`config.mk`:
```
export PLATFORM = sky130hd
export DESIGN_NAME = lrm_monitor
export DESIGN_NICKNAME = d
export VERILOG_FILES = /design/src/logic/lrm_pkg.sv /design/src/logic/lrm_monitor.sv /design/src/logic/lrm_us_tick.sv
export SDC_FILE = /design/constraint.sdc
export NUM_CORES = 1
export LEC_CHECK = 0
export ABC_AREA = 1
export BUFFER_PORTS_ARGS = -buffer_cell sky130_fd_sc_hd__buf_2
export CAP_MARGIN = 25
export CORE_ASPECT_RATIO = 0.6
export CORE_MARGIN = 4
export CORE_UTILIZATION = 45
export CTS_CLUSTER_DIAMETER = 200
export DETAILED_ROUTE_END_ITERATION = 8
export PLACE_DENSITY = 0.76
export RECOVER_POWER = 100
export REMOVE_ABC_BUFFERS = 1
export SLEW_MARGIN = 10
export SYNTH_ARGS = -nofsm -noshare
export SYNTH_HDL_FRONTEND = slang
export SYNTH_SLANG_ARGS = --single-unit
```
`constraint.sdc`:
```
create_clock -name core_clk -period 2.2 [get_ports core_clk]
set_clock_uncertainty 0.05 [all_clocks]
set_input_delay 0.11 -clock core_clk [delete_from_list [all_inputs] [get_ports core_clk]]
set_output_delay 0.11 -clock core_clk [all_outputs]
set_load 0.02 [all_outputs]
```
`src/logic/lrm_pkg.sv`:
```
// Purpose: shared constants of the link error-rate monitor
// Assumes: 100 MHz core clock, 32-bit APB register bus
// Notes: offsets are byte addresses on the APB word bus
`default_nettype none

package lrm_pkg;

    // register byte offsets
    localparam logic [15:0] LRM_OFF_CONTROL = 16'h0560; // monitor_control_register
    localparam logic [15:0] LRM_OFF_STATUS = 16'h0564; // unreliable_link_flag lives here
    localparam logic [15:0] LRM_OFF_COUNTERS = 16'h056C; // link_reliability_counters
    localparam logic [15:0] LRM_OFF_THRESHOLD = 16'h5680; // link_reliability_threshold

    // monitor_control field positions
    localparam int LRM_CTL_EN_BIT = 0; // monitor enable
    localparam int LRM_CTL_TYPE_BIT = 1; // error type select
    // status field position
    localparam int LRM_STS_FLAG_BIT = 0; // unreliable_link_flag, write one to clear

    // threshold register layout
    localparam int LRM_THR_LSB = 0;
    localparam int LRM_THR_W = 8;
    localparam int LRM_WIN_LSB = 8;
    localparam int LRM_WIN_W = 24;

    // reset values of the sticky settings and counter saturation limits
    localparam logic [7:0] LRM_THR_RESET = 8'hFF;
    localparam logic [23:0] LRM_WIN_RESET = 24'hFFFFFF;
    localparam logic [7:0] LRM_ERR_MAX = 8'hFF;
    localparam logic [23:0] LRM_WIN_MAX = 24'hFFFFFF;

    // error type encodings
    localparam logic LRM_TYPE_CRC = 1'b0; // individual link CRC errors
    localparam logic LRM_TYPE_RECOVERY = 1'b1; // local L0 to Recovery entries

    // microsecond tick timing
    localparam int LRM_CLK_PERIOD_PS = 10000; // core clock period
    localparam int LRM_TICK_PERIOD_US = 1; // window counter unit
    localparam int LRM_TICK_CYCLES = (LRM_TICK_PERIOD_US * 1000000) / LRM_CLK_PERIOD_PS;

endpackage : lrm_pkg

`default_nettype wire

```
`src/logic/lrm_monitor.sv`:
```
// Purpose: link error-rate monitor with APB register access
// Assumes: event inputs come from logic on core_clk, one-cycle pulses
// Notes: rst clears everything; nonStickyRst clears only counters
//
// The APB register port is this design's own decision.
`default_nettype none

// Operation
// 8-bit error threshold, default all ones, sticky
// software never programs zero threshold or window
// 24-bit microsecond window in upper threshold bits
// unreliable when window error count reaches threshold
// 8-bit error counter counts errors, saturates
// 24-bit window counter saturates, never wraps
// window counter advances once per microsecond
// error counter clears on retrain or link down
// window counter clears on retrain or full retrain
// both counters clear on enable rising edge
// counters freeze once link judged unreliable
// window expiry restarts the error counter
// window expiry restarts the window counter
// counters keep running while monitor disabled
// flag raised when errors reach threshold
// flag only set while enable is set
// hardware never clears flag; write one clears
// type select picks CRC or recovery errors
// microsecond tick from fixed core-clock prescaler
// resets beat freeze, freeze beats window restart
module lrm_monitor
    import lrm_pkg::*;
#(
    parameter int TICK_CYCLES = LRM_TICK_CYCLES // core cycles per microsecond
) (
    input wire logic core_clk,
    input wire logic rst,
    input wire logic nonStickyRst,
    // apb slave
    input wire logic psel,
    input wire logic penable,
    input wire logic pwrite,
    input wire logic [15:0] paddr,
    input wire logic [31:0] pwdata,
    output logic [31:0] prdata,
    output logic pready,
    output logic pslverr,
    // link-side events
    input wire logic linkRetrainBit,
    input wire logic dataLinkDown,
    input wire logic fullRetrainDetect,
    input wire logic crcError,
    input wire logic recoveryEntry,
    // status out
    output logic unreliableLinkFlag
);

    // register decode, used for both read and write
    function automatic logic [3:0] decodeReg(input logic [15:0] addr);
        decodeReg = {addr == LRM_OFF_THRESHOLD, addr == LRM_OFF_COUNTERS,
                     addr == LRM_OFF_STATUS, addr == LRM_OFF_CONTROL};
    endfunction : decodeReg

    // sticky settings
    logic monitorEnable; // monitor_control enable bit
    logic errorTypeSel; // monitor_control type bit
    logic [7:0] errorThreshold; // error_threshold field
    logic [23:0] windowLength; // monitoring window in microseconds
    // live state
    logic [7:0] errorCounter; // errors counted in this window
    logic [23:0] windowCounter; // microseconds elapsed in this window
    logic enablePrev; // enable one cycle ago, for edge detect
    logic usTick; // one-cycle microsecond enable

    // bus decode wires
    wire logic [3:0] regHit = decodeReg(paddr);
    wire logic hitControl = regHit[0];
    wire logic hitStatus = regHit[1];
    wire logic hitCounters = regHit[2];
    wire logic hitThreshold = regHit[3];
    wire logic anyHit = |regHit;
    wire logic setupPhase = psel && !penable;
    wire logic accessPhase = psel && penable;
    wire logic writeStrobe = accessPhase && pwrite && anyHit;
    wire logic flagClearWrite = writeStrobe && hitStatus && pwdata[LRM_STS_FLAG_BIT];

    // counter control terms
    wire logic enableRise = monitorEnable && !enablePrev;
    wire logic errorClear = linkRetrainBit || dataLinkDown || enableRise || nonStickyRst;
    wire logic windowClear = linkRetrainBit || fullRetrainDetect || enableRise
                             || nonStickyRst;
    wire logic thresholdReached = (errorCounter >= errorThreshold);
    wire logic unreliableNow = monitorEnable && thresholdReached;
    wire logic windowExpired = (windowCounter == windowLength);
    wire logic errorEvent = (errorTypeSel == LRM_TYPE_RECOVERY) ? recoveryEntry : crcError;

    // next-value wires
    logic [7:0] next_errorCounter;
    logic [23:0] next_windowCounter;
    logic next_flag;
    logic [31:0] next_prdata;

    // microsecond prescaler
    lrm_us_tick #(
        .TICK_CYCLES(TICK_CYCLES)
    ) u_tick (
        .core_clk(core_clk),
        .rst(rst),
        .usTick(usTick)
    );

    // error counter next value in priority order
    always_comb begin
        if (errorClear) begin
            next_errorCounter = '0;
        end else if (unreliableNow) begin
            next_errorCounter = errorCounter;
        end else if (windowExpired) begin
            next_errorCounter = '0;
        end else if (errorEvent && errorCounter != LRM_ERR_MAX) begin
            // runs whether or not the monitor is enabled
            next_errorCounter = errorCounter + 8'h01;
        end else begin
            next_errorCounter = errorCounter;
        end
    end

    // window counter next value in priority order
    always_comb begin
        if (windowClear) begin
            next_windowCounter = '0;
        end else if (unreliableNow) begin
            next_windowCounter = windowCounter;
        end else if (windowExpired) begin
            next_windowCounter = '0;
        end else if (usTick && windowCounter != LRM_WIN_MAX) begin
            next_windowCounter = windowCounter + 24'h000001;
        end else begin
            next_windowCounter = windowCounter;
        end
    end

    // flag: set wins over the write-one clear, hardware never clears it
    always_comb begin
        next_flag = (unreliableLinkFlag && !flagClearWrite) || unreliableNow;
    end

    // read mux, sampled in setup so prdata is a flop by the access phase
    always_comb begin
        next_prdata = '0;
        if (hitControl) begin
            next_prdata[LRM_CTL_EN_BIT] = monitorEnable;
            next_prdata[LRM_CTL_TYPE_BIT] = errorTypeSel;
        end else if (hitStatus) begin
            next_prdata[LRM_STS_FLAG_BIT] = unreliableLinkFlag;
        end else if (hitCounters) begin
            next_prdata = {windowCounter, errorCounter};
        end else if (hitThreshold) begin
            next_prdata = {windowLength, errorThreshold};
        end
    end

    // sticky settings: only the full reset touches them
    always_ff @(posedge core_clk) begin
        if (rst) begin
            monitorEnable <= 1'b0;
            errorTypeSel <= LRM_TYPE_CRC;
        end else if (writeStrobe && hitControl) begin
            monitorEnable <= pwdata[LRM_CTL_EN_BIT];
            errorTypeSel <= pwdata[LRM_CTL_TYPE_BIT];
        end
    end

    // threshold register; zero values are the programmer's problem
    always_ff @(posedge core_clk) begin
        if (rst) begin
            errorThreshold <= LRM_THR_RESET;
            windowLength <= LRM_WIN_RESET;
        end else if (writeStrobe && hitThreshold) begin
            errorThreshold <= pwdata[LRM_THR_LSB +: LRM_THR_W];
            windowLength <= pwdata[LRM_WIN_LSB +: LRM_WIN_W];
        end
    end

    // enable history for the rising-edge clear
    always_ff @(posedge core_clk) begin
        if (rst) begin
            enablePrev <= 1'b0;
        end else begin
            enablePrev <= monitorEnable;
        end
    end

    // counters
    always_ff @(posedge core_clk) begin
        if (rst) begin
            errorCounter <= '0;
            windowCounter <= '0;
        end else begin
            errorCounter <= next_errorCounter;
            windowCounter <= next_windowCounter;
        end
    end

    // sticky status flag
    always_ff @(posedge core_clk) begin
        if (rst) begin
            unreliableLinkFlag <= 1'b0;
        end else begin
            unreliableLinkFlag <= next_flag;
        end
    end

    // read data register, loaded in the setup cycle only
    always_ff @(posedge core_clk) begin
        if (rst) begin
            prdata <= '0;
        end else if (setupPhase) begin
            prdata <= next_prdata;
        end
    end

    // zero wait states; unmapped addresses answer with an error
    assign pready = 1'b1;
    assign pslverr = accessPhase && !anyHit;

    // helper: no counter clear of any kind this cycle
    wire logic noClear = !errorClear && !windowClear;
endmodule : lrm_monitor

`default_nettype wire

```
`src/logic/lrm_us_tick.sv`:
```
// Purpose: one-cycle enable pulse once per microsecond
// Assumes: free-running core clock at the package rate
// Notes: the count depends on the core clock only, never on the link rate
`default_nettype none

module lrm_us_tick
    import lrm_pkg::*;
#(
    parameter int TICK_CYCLES = LRM_TICK_CYCLES // core cycles per microsecond
) (
    input wire logic core_clk,
    input wire logic rst,
    output logic usTick
);

    localparam int CW = $clog2(TICK_CYCLES + 1);
    localparam logic [CW-1:0] LAST = CW'(TICK_CYCLES - 1);

    logic [CW-1:0] divCnt; // cycles elapsed in the current microsecond
    wire divWrap = (divCnt == LAST); // last cycle of the microsecond

    // prescaler counts up through the fixed period and restarts
    always_ff @(posedge core_clk) begin
        if (rst) begin
            divCnt <= '0;
        end else if (divWrap) begin
            divCnt <= '0;
        end else begin
            divCnt <= divCnt + CW'(1);
        end
    end

    // registered so the tick is a clean single-cycle enable
    always_ff @(posedge core_clk) begin
        if (rst) begin
            usTick <= 1'b0;
        end else begin
            usTick <= divWrap;
        end
    end

endmodule : lrm_us_tick

`default_nettype wire

```
Word-level counts from Yosys, hierarchy flattened:

Cells that the tools add are included.

* add/sub/neg operators: 3
* magnitude comparators: 1
* equality and inequality tests: 8
* multiplexer cells: 11
* bitwise logic cells: 1
* reduce and logical (&&, ||, !) cells: 33

Operator list (number)
* $mux 32: 2
* $eq 16x11->1 const B: 3
* $mux 24: 2
* $mux 31: 1
* $mux 30: 1
* $add 24x1->24 const B: 1
* $eq 24x24->1: 1
* $ne 24x24->1 const B: 1
* $eq 16x15->1 const B: 1
* $mux 8: 2
* $logic_and 1x1->1: 14
* $add 8x1->8 const B: 1
* $ge 8x8->1: 1
* $ne 8x8->1 const B: 1
* $add 7x1->7 const B: 1
* $eq 7x7->1 const B: 1
* $logic_or 1x1->1: 7
* $reduce_or 2->1: 3
* $logic_not 1->1: 4
* $reduce_and 2->1: 2
* $reduce_bool 2->1: 2
* $reduce_or 4->1: 1
* $mux 1: 2
* $mux 2: 1
* $not 1->1: 1

* flip-flop bits (word level): 108
* bits of input ports: 59
* output and inout bits: 35
* word-level logic and storage cells: 68

Longest topological paths before layout:

* depth after elaboration: 8
* gate-level depth with buffers: 14

Hierarchy:

Synthesis repeated with hierarchy kept, for this count alone.

* cells, all modules: 969
* area, all modules: 6324.8 um^2

By module, submodules not included
* lrm_monitor: times used 1, cells each 917, area each 5938.2 um^2
* lrm_us_tick: times used 1, cells each 52, area each 386.6 um^2

Least setup slack after synthesis:

OpenSTA, ideal clock, no wires.

* kind: register to register
* start point: reg errorCounter[0]
* end point: reg windowCounter[8]
* setup time: 0.067 ns
* data arrival time: 1.715 ns
* data required time: 2.083 ns
* setup slack: 0.368 ns
* stages on the path, launching flop included: 14
* path buffers: 2
* cell sequence: dfxtp_1 -> inv_1 -> ha_1 -> nand2_1 -> nand3_1 -> nand2_1 -> nand2_1 -> nand2_1 -> nand2_1 -> nand2_1 -> buf_2 -> buf_2 -> nand4_1 -> a21oi_2

* word-level cells in the longest chain between the ends: 4

RTL lines
* start, declared: RTL line lrm_monitor.sv:68 `logic [7:0] errorCounter;`
* start signal, assigned: RTL line lrm_monitor.sv:198 `errorCounter <= next_errorCounter;`
* $ge 8x8->1: RTL line lrm_monitor.sv:90 `wire logic thresholdReached = (errorCounter >= errorThreshold);`
* $logic_and 1x1->1: RTL line lrm_monitor.sv:91 `wire logic unreliableNow = monitorEnable && thresholdReached;`
* $not 1->1 (no source line)
* $reduce_and 2->1 (no source line)
* end signal, assigned: RTL line lrm_monitor.sv:199 `windowCounter <= next_windowCounter;`
* end, declared: RTL line lrm_monitor.sv:69 `logic [23:0] windowCounter;`

Every way passes these cells.
A chain may end at the register's enable or synchronous reset.

Worst setup path after layout:

* start point: reg errorCounter[0]
* end point: reg windowCounter[13]

Same word-level chain as after synthesis.

==> metrics.md <==
| Metric | Value |
|---|---|
| Placed Instance Area | `between 6000 and 7000 µm²` |
| Sum of routed wire length over all layers | `between 15,000 and 20,000 µm` |
| Worst hold path class | `primary input to register` |
| Sequence of cells on the critical path | `inv_1 -> ha_1 -> nand2_1 -> nand3_1 -> nand2_1 -> nand2_1 -> nand2_1 -> nand2_1 -> nand2_1 -> buf_12 -> nand3b_1 -> nand3_1 -> a21oi_1` |
| Height of the die | `slightly below 100 µm` |
| Synth Instances | `961` |
| Detailed Route Iter0 Violations | `approximately 580` |
| Congestion Overflow GR | `0` |
| Total number of H-tree levels | `3` |
| Maximum resistive drop on vdd | `0.340 mV` |
| Inserted Clock Buffers | `9` |
| Final number of setup-violating endpoints | `0` |
| Buffer type at the clock tree root | `sky130_fd_sc_hd__clkbuf_16` |
| Worst Max-Slew Pin Slew | `around 1.0 ns` |
| Most common cell after layout, fill and taps aside | `sky130_fd_sc_hd__nand2_1` |
| Worst slew margin relative to its limit | `32.1%` |
| Portion of the post-synthesis area used by sequential elements | `about a third` |
| Total vias in the final route | `6,739` |
| Most common cell type on the critical path | `sky130_fd_sc_hd__nand2_1` |
| Logic pwr share | `5.6%` |
| Routability congestion estimate | `about 1` |
| Critical path's top delay family | `simple AND/OR/NAND/NOR gates` |
| Commonest cells after routing, fill and taps aside | `sky130_fd_sc_hd__nand2_1, sky130_fd_sc_hd__inv_1, sky130_fd_sc_hd__dfxtp_1` |
| Crit path time final | `between 2 and 2.5 ns` |
| Leakage | `between 3 and 4 nW` |
| Final count of pins violating max slew | `0` |
| Sw frac | `22.6%` |
| Cell area after technology mapping | `just over 6000 µm²` |
| Count of fill cells added during filler insertion | `1,287` |
| Hold violation count in the final report | `0` |
| Effective utilization at floorplan | `between 40% and 50%` |
| Clock power share | `between 40 and 50%` |
| Pre-CTS setup slack | `about 0.09 ns` |
| CTS tree | `done` |
| Worst-skew pair later-pin latency | `about 0.36 ns` |
| Remaining routing DRC violations | `0` |
| Number of antenna violations at the first check in global routing | `0` |
| Outcome | `finished clean` |
| Std-Cell Rows | `32` |
| CTS sink cnt | `~110` |
| GRT Overall Usage | `a little under a quarter` |
| Fin crit share | `around 94%` |
| Layout-stage area growth over the synthesis result | `20.3%` |
| Number of antenna repair diodes | `0` |
| Largest net degree at the start of global routing | `55` |
| Number of max-capacitance violations reported | `0` |
| Via count of the first global-routing pass | `about 6,000` |
| Final std cell area, no fill | `7450 µm²` |
| Final instance count without filler cells | `around 1,200` |
| Power per cell area | `about 530 nW/µm²` |
| Total iterations of the first detailed-routing run | `6` |
| Count of distinct cell types in the synthesized netlist | `37` |
| Count of antenna-violating nets left after detailed routing | `0` |
| Achievable frequency | `between 0.4 and 0.5 GHz` |
| Critical path buffer and inverter count | `2` |
| Cell with the biggest individual delay on the critical path | `sky130_fd_sc_hd__dfxtp_2` |
| Fraction of layout instances using a drive strength above 1 | `a little under an eighth` |
| Data arrival at the endpoint of the critical path | `2.26 ns` |
| Core region area | `roughly 13,000 µm²` |
| X dimension of the die | `roughly 160 µm` |
| Post-layout worst setup margin | `0.125 ns` |
| Largest fanout of any net on the critical path | `28` |
| Number of placed I/O pins | `94` |
| Count of input and output buffers | `92` |
| Data required time of the worst path | `2.39 ns` |
| Internal power | `about 3.1 mW` |
| Cell count after placement | `~1,200` |
| Dpl hpwl | `13,500 µm` |
| Wire length of the first global-routing pass | `~31,000 µm` |
| Net switching power | `approximately 0.9 mW` |
| Mean post-synth cell area | `around 6.4 µm²` |
| Routed vias/inst | `approximately 5.4` |
| Clock edge transition at the registers on the reported setup and hold paths | `roughly 0.07 ns` |
| Total Nets Final | `about 1,100` |
| Maximum clock path buffer count | `2` |
| Crit Path Class | `register to register` |
| Warning count from the yosys run | `0` |
| Flip-flop and latch count after synthesis | `roughly 110` |
| Max incr delay on CP | `~0.37 ns` |
| Endpoint kind of the worst setup timing path | `register` |
| Die outline area | `~16,000 µm²` |
| Register share of total power | `approximately 50%` |
| Startpoint Class | `register` |
| Post-detailed-route wirelength per cell | `approximately 15 µm` |
[worst register-to-register path, cell delays in order (launching register included)]
cell,delay (ns)
sky130_fd_sc_hd__dfxtp_2,0.37
sky130_fd_sc_hd__inv_1,0.11
sky130_fd_sc_hd__ha_1,0.29
sky130_fd_sc_hd__nand2_1,0.06
sky130_fd_sc_hd__nand3_1,0.15
sky130_fd_sc_hd__nand2_1,0.09
sky130_fd_sc_hd__nand2_1,0.05
sky130_fd_sc_hd__nand2_1,0.05
sky130_fd_sc_hd__nand2_1,0.05
sky130_fd_sc_hd__nand2_1,0.13
sky130_fd_sc_hd__buf_12,0.20
sky130_fd_sc_hd__nand3b_1,0.19
sky130_fd_sc_hd__nand3_1,0.12
sky130_fd_sc_hd__a21oi_1,0.05
[metal layers]
| metal | vias up | track usage [%] | wire [µm] | share of wire, % |
|---|---|---|---|---|
| met3 | 14 | 5.18 | 1790 | 9.4 |
| met1 | 3045 | 37.6 | 9640 | 50 |
| li1 | 3360 | - | - | - |
| met5 | - | 0 | 0 | 0 |
| met4 | 0 | 4.20 | 136 | 0.71 |
| met2 | 320 | 33.2 | 7540 | 39 |
[power by group through the flow]
stage	Clock, mW	Sequential [mW]	Combinational (mW)
3_3_place_gp	0	2.01	0.176
4_1_cts	1.80	1.96	0.220
3_5_place_dp	0	2.01	0.180
5_1_grt	1.87	1.96	0.244
6_report	1.78	1.96	0.222
2_1_floorplan	0	2.01	0.0629
[cell usage after synthesis (all sizes together)]
cell type | instances | share of area [%]
nand2 | 289 | 18
inv | 110 | 6.7
dfxtp | 108 | 35
nor2 | 89 | 5.8
a21oi | 69 | 5.6
nand4 | 69 | 7.0
nand3 | 61 | 5.1
buf | 31 | 2.8
clkbuf | 28 | 1.7
o21ai | 27 | 2.2
o211ai | 24 | 2.9
xor2 | 15 | 2.1
ha | 11 | 2.2
nor3 | 6 | 0.48
o22ai | 6 | 0.61
xnor2 | 3 | 0.42
nand3b | 2 | 0.24
nor3b | 2 | 0.24
nor4 | 2 | 0.20
o21a | 2 | 0.24
a211oi | 1 | 0.12
a31oi | 1 | 0.10
and2 | 1 | 0.10
clkinv | 1 | 0.061
conb | 1 | 0.061
mux2i | 1 | 0.16
or3 | 1 | 0.10
[layout make-up]
cell class                 count  area (µm²)  area share [%]
tap                          170         213            2.85
clock buffer                  10         229            3.07
timing repair buffer         157         996            13.4
multi-input combinational    683        3340            44.8
clock inverter                 6        93.8            1.26
sequential                   108        2160            29.0
inverter                     111         417            5.59
[state kept, by name (all words and copies together) (netlist names)]
name	flops
errorTypeSel	1
errorCounter	8
monitorEnable	1
errorThreshold	8
windowLength	24
unreliableLinkFlag	1
u_tick.usTick	1
prdata	32
u_tick.divCnt	7
enablePrev	1
windowCounter	24
[timing repair]
action,4_1_cts,5_1_grt
resized for setup,0,4
endpoints found under the hold margin,30,0
setup endpoints to repair,0,32
hold buffers,29,0
setup buffers,0,0
[logic make-up after synthesis]
| group | synth area share, % |
|---|---|
| AO/OA/AOI/OAI | 11.8 |
| multiplexers | 0.162 |
| buffers and inverters | 11.2 |
| flip-flops | 34.9 |
| adder cells (fa/ha/maj) | 2.22 |
| other | 0.0605 |
| XOR/XNOR | 2.54 |
| AND/OR/NAND/NOR | 37.1 |
[path summary, 6_finish.rpt]
path                         start  slack (ns)  depth (start not counted)                 to
setup / recovery   errorCounter[0]        0.12                         13  windowCounter[13]
hold / removal          pwdata[26]       0.005                          3   windowLength[18]
setup reg to reg   errorCounter[0]        0.12                         13  windowCounter[13]
hold reg to reg   u_tick.divCnt[0]        0.40                          1   u_tick.divCnt[0]
[metrics by stage]
step | hold slack (ns) | power, mW | setup TNS, ns | utilization, %
after CTS | 0.00459 | 3.99 | 0 | 57.1
after detailed placement | 0.318 | 2.19 | 0 | 52.4
final | 0.00501 | 3.96 | 0 | 56.6
after global placement | 0.312 | 2.18 | 0 | 52.4
after global routing | 0.0209 | 4.08 | -0.00495 | 56.6
after floorplan | 0.129 | 2.07 | -5.69 | -
No activity file was read; power rests on OpenSTA's default activity.
